**src/core/tit_pkg.sv**
```systemverilog
// Constants and types for the thread interrupt targeting block
// Summary of operation
// (RQ1) Any fp exception mode bit in either thread forces single issue.
// (RQ2) Single issue holds both threads at issue during execute.
// (RQ3) Other interrupt types go only to the causing thread.
// (RQ4) Target thread follows exception and interrupt type.
// (RQ5) Active target takes it; suspended target wakes per policy.
// (RQ6) Reset starts thread 0 only, reason 101.
// (RQ7) Run bit write resumes that thread, reason 101.
// (RQ8) Machine check hits active threads, mc enable mask, no wake.
// (RQ9) External direct or mediated by config bit, programmable target.
// (RQ10) Wake on external wakes a suspended target, reason 100.
// (RQ11) Decrementer to own thread, external enable mask, wake 011.
// (RQ12) System error to active threads, not hypervisor, wake 110.
// (RQ13) Thermal to active threads, thermal enable mask, wake 010.
// (RQ14) Instruction maintenance to causer; trace maintenance to all (code: only threads with external enable set and not hypervisor).
// (RQ15) Synchronous faults go only to the causer and never wake.
// (RQ16) Hypervisor decrementer to active threads, never wakes.
// (RQ17) Every resume sets the thread priority to high, 11.
// (RQ18) A waking interrupt stays pending until the thread unmasks it.
package tit_pkg;
    localparam int ADDR_W = 8;
    localparam int DATA_W = 32;
    // ************************************************
    // Register offsets
    // ************************************************
    localparam logic [7:0] OFF_RUN    = 8'h00;
    localparam logic [7:0] OFF_WAKE   = 8'h04;
    localparam logic [7:0] OFF_CFG    = 8'h08;
    localparam logic [7:0] OFF_REASON = 8'h0c;
    localparam logic [7:0] OFF_PRIO   = 8'h10;
    localparam logic [7:0] OFF_STAT   = 8'h14;
    localparam logic [7:0] OFF_MASK   = 8'h18;
    // Wake config field positions
    localparam int WK_EXT   = 0;
    localparam int WK_DEC0  = 1;
    localparam int WK_THERM = 3;
    localparam int WK_SYSER = 4;
    // Interrupt config field positions
    localparam int CF_HSRR  = 0;
    localparam int CF_MCHK  = 1;
    localparam int CF_TINT  = 2;
    localparam int CF_PENV  = 3;
    localparam int CF_MED   = 4;
    localparam int CF_HDEN  = 5;
    localparam int CF_TGT   = 6;
    // Status bits
    localparam int ST_RES0  = 0;
    localparam int ST_RES1  = 1;
    localparam int ST_SNGL  = 2;
    localparam int ST_W     = 3;
    // ************************************************
    // Reset values and codes
    // ************************************************
    localparam logic [1:0] RUN_RST   = 2'h1;
    localparam logic [4:0] WAKE_RST  = 5'h00;
    localparam logic [7:0] CFG_RST   = 8'h40;
    localparam logic [1:0] PRIO_HIGH = 2'h3;
    localparam logic [1:0] PRIO_RST  = 2'h2;
    localparam logic [2:0] RSN_SYSRST = 3'h5;
    localparam logic [2:0] RSN_THERM  = 3'h2;
    localparam logic [2:0] RSN_SYSERR = 3'h6;
    localparam logic [2:0] RSN_EXT    = 3'h4;
    localparam logic [2:0] RSN_DEC    = 3'h3;
    localparam int SYNC_W = 4;
    localparam int NSRC   = 8;

    typedef enum logic [4:0] {
        INT_NONE    = 5'h00,
        INT_DSTOR   = 5'h01,
        INT_DSEG    = 5'h02,
        INT_ISTOR   = 5'h03,
        INT_ISEG    = 5'h04,
        INT_ALIGN   = 5'h05,
        INT_PROG    = 5'h06,
        INT_FPU     = 5'h07,
        INT_SC      = 5'h08,
        INT_TRACE   = 5'h09,
        INT_VMU     = 5'h0a,
        INT_MAINT_I = 5'h0b,
        INT_MC      = 5'h10,
        INT_SYSERR  = 5'h11,
        INT_MAINT_S = 5'h12,
        INT_THERM   = 5'h13,
        INT_HDEC    = 5'h14,
        INT_EXT     = 5'h15,
        INT_DEC     = 5'h16
    } tit_int_t;
endpackage : tit_pkg

```
**src/core/tit_pin_sync.sv**
```systemverilog
// Three-stage pin synchroniser with agreement filter
`timescale 1ns/1ns
module tit_pin_sync #(
    parameter int W = 4
) (
    input  wire logic         mclk_i,
    input  wire logic         sys_rst_i,
    input  wire logic [W-1:0] pin_i,
    output logic      [W-1:0] level_o
);
    logic [W-1:0] ff1_reg;
    logic [W-1:0] ff2_reg;
    logic [W-1:0] ff3_reg;

    always_ff @(posedge mclk_i) begin
        if (sys_rst_i) begin
            ff1_reg <= '0;
            ff2_reg <= '0;
            ff3_reg <= '0;
        end else begin
            ff1_reg <= pin_i;
            ff2_reg <= ff1_reg;
            ff3_reg <= ff2_reg;
        end
    end

    // A bit moves only once two late stages agree
    genvar i;
    generate
        for (i = 0; i < W; i++) begin : g_bit
            always_ff @(posedge mclk_i) begin
                if (sys_rst_i) begin
                    level_o[i] <= 1'b0;
                end else if (ff2_reg[i] == ff3_reg[i]) begin
                    level_o[i] <= ff3_reg[i];
                end
            end
        end
    endgenerate
endmodule : tit_pin_sync

```
**src/core/tit_core.sv**
```systemverilog
// Interrupt targeting, wake and single-issue control for two threads
//
// The address map and strobed register access were chosen for this implementation.
`timescale 1ns/1ns
module tit_core (
    input  wire logic              mclk_i,
    input  wire logic              sys_rst_i,
    // Register port
    input  wire logic [7:0]        addr_i,
    input  wire logic [31:0]       wdata_i,
    input  wire logic              wr_i,
    input  wire logic              rd_i,
    output logic      [31:0]       rdata_o,
    // Machine state of each thread
    input  wire logic [1:0]        fp_exc_mode_0_i,
    input  wire logic [1:0]        fp_exc_mode_1_i,
    input  wire logic [1:0]        external_enable_i,
    input  wire logic [1:0]        hypervisor_state_i,
    input  wire logic [1:0]        user_privilege_state_i,
    input  wire logic [1:0]        supervisor_bit_i,
    input  wire logic [1:0]        mc_enable_i,
    // Core-side events
    input  wire logic              exc_valid_i,
    input  wire logic              exc_thread_i,
    input  wire tit_pkg::tit_int_t exc_kind_i,
    input  wire logic              mc_int_i,
    input  wire logic [1:0]        dec_int_i,
    input  wire logic              hdec_int_i,
    input  wire logic [1:0]        suspend_i,
    input  wire logic              exec_busy_i,
    // Pins from outside the core
    input  wire logic              ext_int_pin_i,
    input  wire logic              sys_mc_pin_i,
    input  wire logic              therm_pin_i,
    input  wire logic              trace_sig_pin_i,
    // Thread control
    output logic      [1:0]        thread_active_o,
    output logic      [1:0]        resume_o,
    output logic      [1:0]        int_req_o,
    output tit_pkg::tit_int_t      int_code0_o,
    output tit_pkg::tit_int_t      int_code1_o,
    output logic      [2:0]        reason0_o,
    output logic      [2:0]        reason1_o,
    output logic      [1:0]        prio0_o,
    output logic      [1:0]        prio1_o,
    output logic                   single_issue_o,
    output logic      [1:0]        issue_hold_o,
    output logic                   irq_o
);
    // ************************************************
    // Registers and pin levels
    // ************************************************
    localparam int NSRC_L = tit_pkg::NSRC;
    logic [4:0]        wake_reg;
    logic [7:0]        cfg_reg;
    logic [2:0]        stat_reg;
    logic [2:0]        mask_reg;
    logic [3:0]        pin_lvl;
    logic [1:0]        sw_run;
    logic [1:0]        wake;
    logic [2:0]        rsn  [2];
    logic [NSRC_L-1:0] req  [2];
    tit_pkg::tit_int_t code [2];
    logic              ext_pend;
    logic              sys_pend;
    logic              fp_any;

    tit_pin_sync #(
        .W(tit_pkg::SYNC_W)
    ) u_sync (
        .mclk_i   (mclk_i),
        .sys_rst_i(sys_rst_i),
        .pin_i    ({trace_sig_pin_i, therm_pin_i, sys_mc_pin_i,
                    ext_int_pin_i}),
        .level_o  (pin_lvl)
    );

    function automatic logic wr_hit(input logic [7:0] off);
        wr_hit = wr_i && (addr_i == off);
    endfunction : wr_hit

    // Fixed priority pick; precise faults first since they are one-shot
    function automatic tit_pkg::tit_int_t pick(
        input logic [NSRC_L-1:0] r,
        input tit_pkg::tit_int_t sync_kind
    );
        if (r[0]) pick = sync_kind;
        else if (r[1]) pick = tit_pkg::INT_MC;
        else if (r[2]) pick = tit_pkg::INT_SYSERR;
        else if (r[3]) pick = tit_pkg::INT_MAINT_S;
        else if (r[4]) pick = tit_pkg::INT_THERM;
        else if (r[5]) pick = tit_pkg::INT_HDEC;
        else if (r[6]) pick = tit_pkg::INT_EXT;
        else if (r[7]) pick = tit_pkg::INT_DEC;
        else pick = tit_pkg::INT_NONE;
    endfunction : pick

    always_ff @(posedge mclk_i) begin
        if (sys_rst_i) begin
            wake_reg <= tit_pkg::WAKE_RST;
        end else if (wr_hit(tit_pkg::OFF_WAKE)) begin
            wake_reg <= wdata_i[4:0];
        end
    end

    always_ff @(posedge mclk_i) begin
        if (sys_rst_i) begin
            cfg_reg <= tit_pkg::CFG_RST;
        end else if (wr_hit(tit_pkg::OFF_CFG)) begin
            cfg_reg <= wdata_i[7:0];
        end
    end

    always_ff @(posedge mclk_i) begin
        if (sys_rst_i) begin
            mask_reg <= '0;
        end else if (wr_hit(tit_pkg::OFF_MASK)) begin
            mask_reg <= wdata_i[2:0];
        end
    end

    assign sw_run = wr_hit(tit_pkg::OFF_RUN) ? wdata_i[1:0] : 2'h0;

    // ************************************************
    // Single-issue mode
    // ************************************************
    assign fp_any = |{fp_exc_mode_0_i, fp_exc_mode_1_i};

    always_ff @(posedge mclk_i) begin
        if (sys_rst_i) begin
            single_issue_o <= 1'b0;
        end else begin
            single_issue_o <= fp_any; // RQ1
        end
    end

    // Issue is held only while the lone instruction is still executing
    assign issue_hold_o = {2{single_issue_o & exec_busy_i}}; // RQ2

    // ************************************************
    // Source pending and masking
    // ************************************************
    // Mediated request counts as external pending even with the pin low
    assign ext_pend = pin_lvl[0] |
                      (cfg_reg[tit_pkg::CF_HSRR] & cfg_reg[tit_pkg::CF_MED]);
    assign sys_pend = pin_lvl[1] & cfg_reg[tit_pkg::CF_MCHK]; // RQ12

    genvar t;
    generate
        for (t = 0; t < 2; t++) begin : g_thr
            logic en, hyp, ext_ok, tgt;
            assign en  = external_enable_i[t];
            assign hyp = hypervisor_state_i[t];
            assign tgt = cfg_reg[tit_pkg::CF_TGT + t];
            always_comb begin
                ext_ok = 1'b0;
                if (!cfg_reg[tit_pkg::CF_HSRR]) begin
                    ext_ok = pin_lvl[0] & en; // RQ9
                end else begin
                    if (pin_lvl[0] && (en ||
                        (!cfg_reg[tit_pkg::CF_PENV] && !hyp) ||
                        supervisor_bit_i[t])) begin
                        ext_ok = 1'b1; // RQ9
                    end
                    if (cfg_reg[tit_pkg::CF_MED] && en &&
                        (!hyp || user_privilege_state_i[t])) begin
                        ext_ok = 1'b1; // RQ9
                    end
                end
            end

            // Requests only reach a thread that is running
            assign req[t][0] = exc_valid_i && (exc_thread_i == t); // RQ3 RQ15
            assign req[t][1] = mc_int_i & mc_enable_i[t]; // RQ8
            assign req[t][2] = sys_pend & en & !hyp; // RQ12
            assign req[t][3] = pin_lvl[3] & en & !hyp; // RQ14
            assign req[t][4] = pin_lvl[2] & cfg_reg[tit_pkg::CF_TINT]; // RQ13
            assign req[t][5] = hdec_int_i & // RQ16
                               (en | (!hyp & cfg_reg[tit_pkg::CF_HDEN]));
            assign req[t][6] = ext_ok & tgt; // RQ9
            assign req[t][7] = dec_int_i[t] & en; // RQ11
            assign code[t]   = pick(req[t], exc_kind_i); // RQ4

            // Wake sources ignore the machine state mask on purpose
            always_comb begin
                wake[t] = 1'b1;
                rsn[t]  = tit_pkg::RSN_SYSRST;
                if (sw_run[t]) begin
                    rsn[t] = tit_pkg::RSN_SYSRST; // RQ7
                end else if (ext_pend && tgt && wake_reg[tit_pkg::WK_EXT]) begin
                    rsn[t] = tit_pkg::RSN_EXT; // RQ10
                end else if (dec_int_i[t] && wake_reg[tit_pkg::WK_DEC0 + t]) begin
                    rsn[t] = tit_pkg::RSN_DEC; // RQ11
                end else if (sys_pend && wake_reg[tit_pkg::WK_SYSER]) begin
                    rsn[t] = tit_pkg::RSN_SYSERR; // RQ12
                end else if (pin_lvl[2] && wake_reg[tit_pkg::WK_THERM]) begin
                    rsn[t] = tit_pkg::RSN_THERM; // RQ13
                end else begin
                    wake[t] = 1'b0; // RQ8 RQ16
                end
            end

            // Thread run state; a suspend in the same cycle as a wake still stops an active thread
            always_ff @(posedge mclk_i) begin
                if (sys_rst_i) begin
                    thread_active_o[t] <= tit_pkg::RUN_RST[t]; // RQ6
                    resume_o[t]        <= 1'b0;
                end else if (!thread_active_o[t] && wake[t]) begin
                    thread_active_o[t] <= 1'b1; // RQ5
                    resume_o[t]        <= 1'b1;
                end else begin
                    thread_active_o[t] <= thread_active_o[t] & !suspend_i[t];
                    resume_o[t]        <= 1'b0;
                end
            end

            // A woken thread still needs its own mask open to take it
            always_ff @(posedge mclk_i) begin
                if (sys_rst_i) begin
                    int_req_o[t] <= 1'b0;
                end else begin
                    int_req_o[t] <= thread_active_o[t] &&
                                    (code[t] != tit_pkg::INT_NONE); // RQ5 RQ18
                end
            end
        end
    endgenerate

    // ************************************************
    // Delivered codes, reason codes and priority
    // ************************************************
    always_ff @(posedge mclk_i) begin
        if (sys_rst_i) begin
            int_code0_o <= tit_pkg::INT_NONE;
            int_code1_o <= tit_pkg::INT_NONE;
        end else begin
            int_code0_o <= thread_active_o[0] ? code[0] : tit_pkg::INT_NONE;
            int_code1_o <= thread_active_o[1] ? code[1] : tit_pkg::INT_NONE;
        end
    end

    always_ff @(posedge mclk_i) begin
        if (sys_rst_i) begin
            reason0_o <= tit_pkg::RSN_SYSRST; // RQ6
            reason1_o <= 3'h0;
        end else begin
            if (!thread_active_o[0] && wake[0]) begin
                reason0_o <= rsn[0];
            end
            if (!thread_active_o[1] && wake[1]) begin
                reason1_o <= rsn[1];
            end
        end
    end

    always_ff @(posedge mclk_i) begin
        if (sys_rst_i) begin
            prio0_o <= tit_pkg::PRIO_RST;
            prio1_o <= tit_pkg::PRIO_RST;
        end else begin
            if (!thread_active_o[0] && wake[0]) begin
                prio0_o <= tit_pkg::PRIO_HIGH; // RQ17
            end else if (wr_hit(tit_pkg::OFF_PRIO)) begin
                prio0_o <= wdata_i[1:0];
            end
            if (!thread_active_o[1] && wake[1]) begin
                prio1_o <= tit_pkg::PRIO_HIGH; // RQ17
            end else if (wr_hit(tit_pkg::OFF_PRIO)) begin
                prio1_o <= wdata_i[3:2];
            end
        end
    end

    // ************************************************
    // Status, interrupt and read port
    // ************************************************
    always_ff @(posedge mclk_i) begin
        if (sys_rst_i) begin
            stat_reg <= '0;
        end else begin
            // A new event in the clearing cycle survives the clear
            stat_reg <= (stat_reg & ~(wr_hit(tit_pkg::OFF_STAT) ?
                         wdata_i[2:0] : 3'h0)) |
                        {fp_any & !single_issue_o, resume_o[1], resume_o[0]};
        end
    end

    assign irq_o = |(stat_reg & mask_reg);

    always_ff @(posedge mclk_i) begin
        if (sys_rst_i) begin
            rdata_o <= 32'h0;
        end else if (rd_i) begin
            case (addr_i)
                tit_pkg::OFF_RUN:    rdata_o <= {30'h0, thread_active_o};
                tit_pkg::OFF_WAKE:   rdata_o <= {27'h0, wake_reg};
                tit_pkg::OFF_CFG:    rdata_o <= {24'h0, cfg_reg};
                tit_pkg::OFF_REASON: rdata_o <= {26'h0, reason1_o, reason0_o};
                tit_pkg::OFF_PRIO:   rdata_o <= {28'h0, prio1_o, prio0_o};
                tit_pkg::OFF_STAT:   rdata_o <= {29'h0, stat_reg};
                tit_pkg::OFF_MASK:   rdata_o <= {29'h0, mask_reg};
                default:             rdata_o <= 32'h0;
            endcase
        end else begin
            rdata_o <= 32'h0;
        end
    end
endmodule : tit_core

```
**config.mk**
```make
export PLATFORM = sky130hd
export DESIGN_NAME = tit_core
export DESIGN_NICKNAME = d
export VERILOG_FILES = /design/src/core/tit_pkg.sv /design/src/core/tit_pin_sync.sv /design/src/core/tit_core.sv
export SDC_FILE = /design/constraint.sdc
export NUM_CORES = 1
export LEC_CHECK = 0
export ABC_AREA = 1
export BUFFER_PORTS_ARGS = -buffer_cell sky130_fd_sc_hd__clkbuf_2
export CAP_MARGIN = 30
export CORE_ASPECT_RATIO = 0.5
export CORE_MARGIN = 8
export CORE_UTILIZATION = 52
export CTS_CLUSTER_SIZE = 30
export DETAILED_ROUTE_END_ITERATION = 7
export PLACE_DENSITY = 0.92
export SYNTH_ARGS = -nofsm -noshare
export SYNTH_HDL_FRONTEND = slang
export SYNTH_SLANG_ARGS = --single-unit
```
**constraint.sdc**
```tcl
create_clock -name mclk_i -period 2.55 [get_ports mclk_i]
set_input_delay 0.3825 -clock mclk_i [delete_from_list [all_inputs] [get_ports mclk_i]]
set_output_delay 0.3825 -clock mclk_i [all_outputs]
set_load 0.005 [all_outputs]
```
## Yosys cells after proc, flatten, opt, wreduce, memory -nomap -nowiden

Index checks and enable logic that the tools add are counted.
W data, S select, Z words.

| operators by class | value |
|---|---|
| equal/unequal tests | 10 |
| muxes and demuxes | 48 |
| bitwise operators | 38 |
| reduce and logical (&&, ||, !) cells | 54 |

Operators with widths:

| kind | count |
|---|---|
| $mux W5 | 16 |
| $pmux W8 S7 | 1 |
| $logic_and A1 B1 Y1 | 28 |
| $and A1 B1 Y1 | 27 |
| $mux W3 | 9 |
| $eq A8 B5 Y1 const B | 3 |
| $mux W1 | 21 |
| $eq A8 B4 Y1 const B | 2 |
| $reduce_bool A5 Y1 | 2 |
| $reduce_or A2 Y1 | 5 |
| $eq A8 B3 Y1 const B | 1 |
| $logic_not A1 Y1 | 8 |
| $logic_not A8 Y1 | 1 |
| $and A3 B3 Y3 | 2 |
| $logic_or A1 B1 Y1 | 6 |
| $eq A1 B1 Y1 | 4 |
| $not A1 Y1 | 4 |
| $reduce_bool A2 Y1 | 2 |
| $reduce_or A4 Y1 | 1 |
| $not A3 Y3 | 1 |
| $or A1 B1 Y1 | 3 |
| $or A3 B3 Y3 | 1 |
| $reduce_or A3 Y1 | 1 |
| $mux W2 | 1 |

| storage, ports and cells | value |
|---|---|
| register bits after elaboration | 94 |
| logic and storage cells | 177 |

## Longest topological paths before layout

| logic depth | value |
|---|---|
| depth after elaboration | 18 |
| gate-level depth with buffers | 12 |

## By module

From an unflattened synthesis, not the netlist that was laid out.

| second synthesis, totals | value |
|---|---|
| cell total of the unflattened synthesis | 483 |
| area, all modules | 3388.2 µm² |

Modules (own cells, without submodules):

| module | instances | cells each | area each (µm²) |
|---|---|---|---|
| tit_core | 1 | 429 | 2907.8 |
| tit_pin_sync | 1 | 54 | 480.5 |

## Worst setup path after synthesis

OpenSTA, ideal clock, no wires.

| path | value |
|---|---|
| path kind | input to register |
| start | input port addr_i[7] |
| end | register reason0_o[2] |
| setup time | 113 ps |
| arrival time | 1298 ps |
| path slack | 1139 ps |
| stages on the path | 12 |
| path through | nor2_2 -> nand3_2 -> nor2_4 -> nand3_2 -> nand2_2 -> inv_1 -> nand2_2 -> nand2_4 -> nor2_8 -> inv_2 -> nor2_1 -> nor2_1 |

| on the way | value |
|---|---|
| longest elaborated chain between the ends | 5 |
| elaborated cells between the ends (all ways) | 6 |
| classes of those cells | mux (3); reduce/logical (3) |

Ends and longest elaborated chain:

| element | RTL line | text |
|---|---|---|
| from (decl) | tit_core.sv:9 | `input wire logic [7:0] addr_i,` |
| $logic_not A8 Y1 * | tit_core.sv:79 | `wr_hit = wr_i && (addr_i == off);` |
| $logic_and A1 B1 Y1 * | tit_core.sv:79 |  |
| $mux W2 * | tit_core.sv:122 | `assign sw_run = wr_hit(tit_pkg::OFF_RUN) ? wdata_i[1:0] : 2'h0;` |
| $mux W1 | tit_core.sv:188 | `if (sw_run[t]) begin` |
| $logic_and A1 B1 Y1 | tit_core.sv:247 | `if (!thread_active_o[0] && wake[0]) begin` |
| to (signal assigned) | tit_core.sv:244 | `reason0_o <= tit_pkg::RSN_SYSRST;` |
| to (signal assigned) | tit_core.sv:248 | `reason0_o <= rsn[0];` |
| to (decl) | tit_core.sv:42 | `output logic [2:0] reason0_o,` |

Mark *: on every way between the ends. The rest lies on a longest branch, timed or not.
A chain may end at the register's enable or synchronous reset.

## Worst setup path after layout

| path | value |
|---|---|
| start | input port addr_i[0] |
| end | register cfg_reg[4] |

| on the way | value |
|---|---|
| longest elaborated chain between the ends | 2 |

Ends and longest elaborated chain:

| element | RTL line | text |
|---|---|---|
| $eq A8 B4 Y1 | tit_core.sv:79 |  |
| $logic_and A1 B1 Y1 | tit_core.sv:79 |  |
| to (signal assigned) | tit_core.sv:108 | `cfg_reg <= tit_pkg::CFG_RST;` |
| to (signal assigned) | tit_core.sv:110 | `cfg_reg <= wdata_i[7:0];` |
| to (decl) | tit_core.sv:55 | `logic [7:0] cfg_reg;` |

No other way between the ends.

==> impl_metrics.toml <==
[run_status]
status = "finished clean"

[sta]
slew_headroom = 0.469
tns_ns = 0
fmax_mhz = 626
rsz0062_at_grt = "false"
setup_viol = 0
fin_crit_sh = 0.627
whs_ns = 0.234
clock_skew_ns = 0.00712
tightest_slew_ns = 0.791
setup_ws_ns = 0.952
slew_viol_final = 0
hold_viol_final = 0
min_period_ns = 1.60

[pwr]
p_leak_nw = 2.14
peakVddDrop_uv = 336
p_per_area_nw_per_um2 = 626

[global_routing]
grt_antenna_before_repair = 0
grtUsageMet3 = 0.0620
grt_max_degree = 23
grt_pass1_vias = 3166
use_met2 = 0.295
grt-busiest-layer = "met2"
grt_use_met1 = 0.235
grt.total_usage = 0.190
grt_first_pass_wirelength_mm = 14.1
grt-ovfl-total = 0

[yosys]
syn_area_per_cell_um2 = 6.93
async_flop_share = 0
synth_edf_count = 0
yosysWarningCount = 0
syn_inst = 481
yosys.area.top_type = "dfxtp_1"
ys_dominant_reg_cell = "dfxtp_1"
yosysSeqAreaShare = 0.420
netlist_area_um2 = 3330
ys_seq_elements = 70
synth.area.top_cells = "dfxtp_1 42%, nand2_1 13%, nor2_1 7.5%, inv_1 7.4%, buf_4 5.9%"
synth_top_area_frac = 0.420
ys_types = 30

[layout]
seq_area_um2 = 1400
areaGrowthSynthToFinish_pct = 22.4
final_nets = 652
nFillCells = 531
layout_common_cells = "119 x nand2_1, 89 x clkbuf_2, 70 x dfxtp_1, 67 x nor2_1, 66 x inv_1"
multi_input_area_um2 = 1530
layout_commonest_cell = "nand2_1"
fin_area_um2 = 4080
antennaDiodeCount = 0
drive_gt1_frac = 0.232

[clock_tree]
cts_tree = "yes"
cts_sinks = 70
cts-root-buf = "clkbuf_16"
ctsResizeCount = 0
clock_path_buffers = 2
cts.htree.levels = 3
postCtsSetupRepairBufs = 0
clk_pin_slew_ns = 0.06
cts_buffers = 9
clock_latency_ns = 0.33
cts_hold_buf = 0

[placement]
portBuffers = 89
place_worst_setup_slack_ns = 0.660
gp_congestion = 0.974
dp_hpwl_mm = 6.77
place_area_um2 = 3770

[floorplan]
core_area_um2 = 6130
fp.dieH_um = 72.6
die_w_um = 129
io_pins = 138
start_util = 0.544
die_area_um2 = 9390
placementRows = 20

[critical_path]
arrival_ns = 1.82
critPathMaxFanout = 11
cp-start-kind = "input pin"
critPathKind = "in -> reg"
required_ns = 2.77
end_kind = "flip-flop"

[route]
avgViaCountPerCell = 4.92
wl_mm = 8.74
drtIter0Drc = 291
drc_errors = 0
postRouteAntennaNets = 0
wl_per_cell_um = 13.1
vias = 3290
first_pass_iters = 5

[run]
drv_cap = 0

[hold_path]
min_path_type = "in -> reg"
## cell usage after synthesis (4+ instances only)
| master | count |
|---|---|
| a21oi_1 | 27 |
| dfxtp_1 | 70 |
| inv_1 | 66 |
| o21ai_1 | 4 |
| o21ai_0 | 28 |
| nand3_2 | 4 |
| inv_2 | 7 |
| nor2_1 | 67 |
| nand2_2 | 5 |
| buf_4 | 26 |
| nand3_1 | 27 |
| nand2_1 | 119 |
## worst max-delay path, cell delays in order
cell and delay, ns:
clkbuf_2 0.09, inv_1 0.04, nand2_1 0.14, nor3_2 0.22
nand2_1 0.19, nor2_2 0.35, inv_1 0.20, nor2_1 0.14
nor2_1 0.06
## through the flow
step            util  total power, W  cells
3_3_place_gp   0.616         0.00131    653
3_5_place_dp   0.616         0.00131    653
4_1_cts        0.666         0.00258    669
5_1_grt        0.666         0.00266    669
2_1_floorplan      -         0.00126    504
6_report       0.666         0.00256    669
## path summary, 6_finish.rpt
check	from	endpoint	slack [ns]	cells past startpoint
min reg2reg	u_sync.ff1_reg[3]$_SDFF_PP0_	u_sync.ff2_reg[3]$_SDFF_PP0_	0.40	2
min	therm_pin_i	u_sync.ff1_reg[2]$_SDFF_PP0_	0.23	3
max reg2reg	u_sync.level_o[2]$_SDFFE_PP0N_	reason0_o[2]$_SDFFE_PP1P_	0.97	9
max	addr_i[0]	cfg_reg[4]$_SDFFE_PP0P_	0.95	9
## cells by family after synthesis
kind of cell	synth area share
and+or+nand+nor	0.314
other	0.00112
buffers and inverters	0.147
DFF	0.420
AOI/OAI and AO/OA	0.117
## per-layer routing
layer  wire length, µm  part of all wire
met5                 0                 0
met4               176             0.020
met3               871              0.10
met2              3870              0.44
met1              3820              0.44
## where the power goes
| group | leakage, nW | switching [W] | total [W] | internal [W] |
|---|---|---|---|---|
| Sequential | 0.568 | 0.00000795 | 0.00112 | 0.00111 |
| Combinational | 1.42 | 0.000109 | 0.000173 | 0.0000642 |
| Clock | 0.149 | 0.000473 | 0.00126 | 0.000789 |
| Total | 2.14 | 0.000590 | 0.00256 | 0.00196 |
## final cells by class
| cell class | count | area share |
|---|---|---|
| multi-input combinational | 331 | 0.374 |
| sequential | 70 | 0.343 |
| timing repair buffer | 91 | 0.113 |
| inverter | 73 | 0.0671 |
| clock buffer | 10 | 0.0586 |
| tap | 88 | 0.0270 |
| clock inverter | 6 | 0.0169 |
Power figures use the tool's default switching activity.
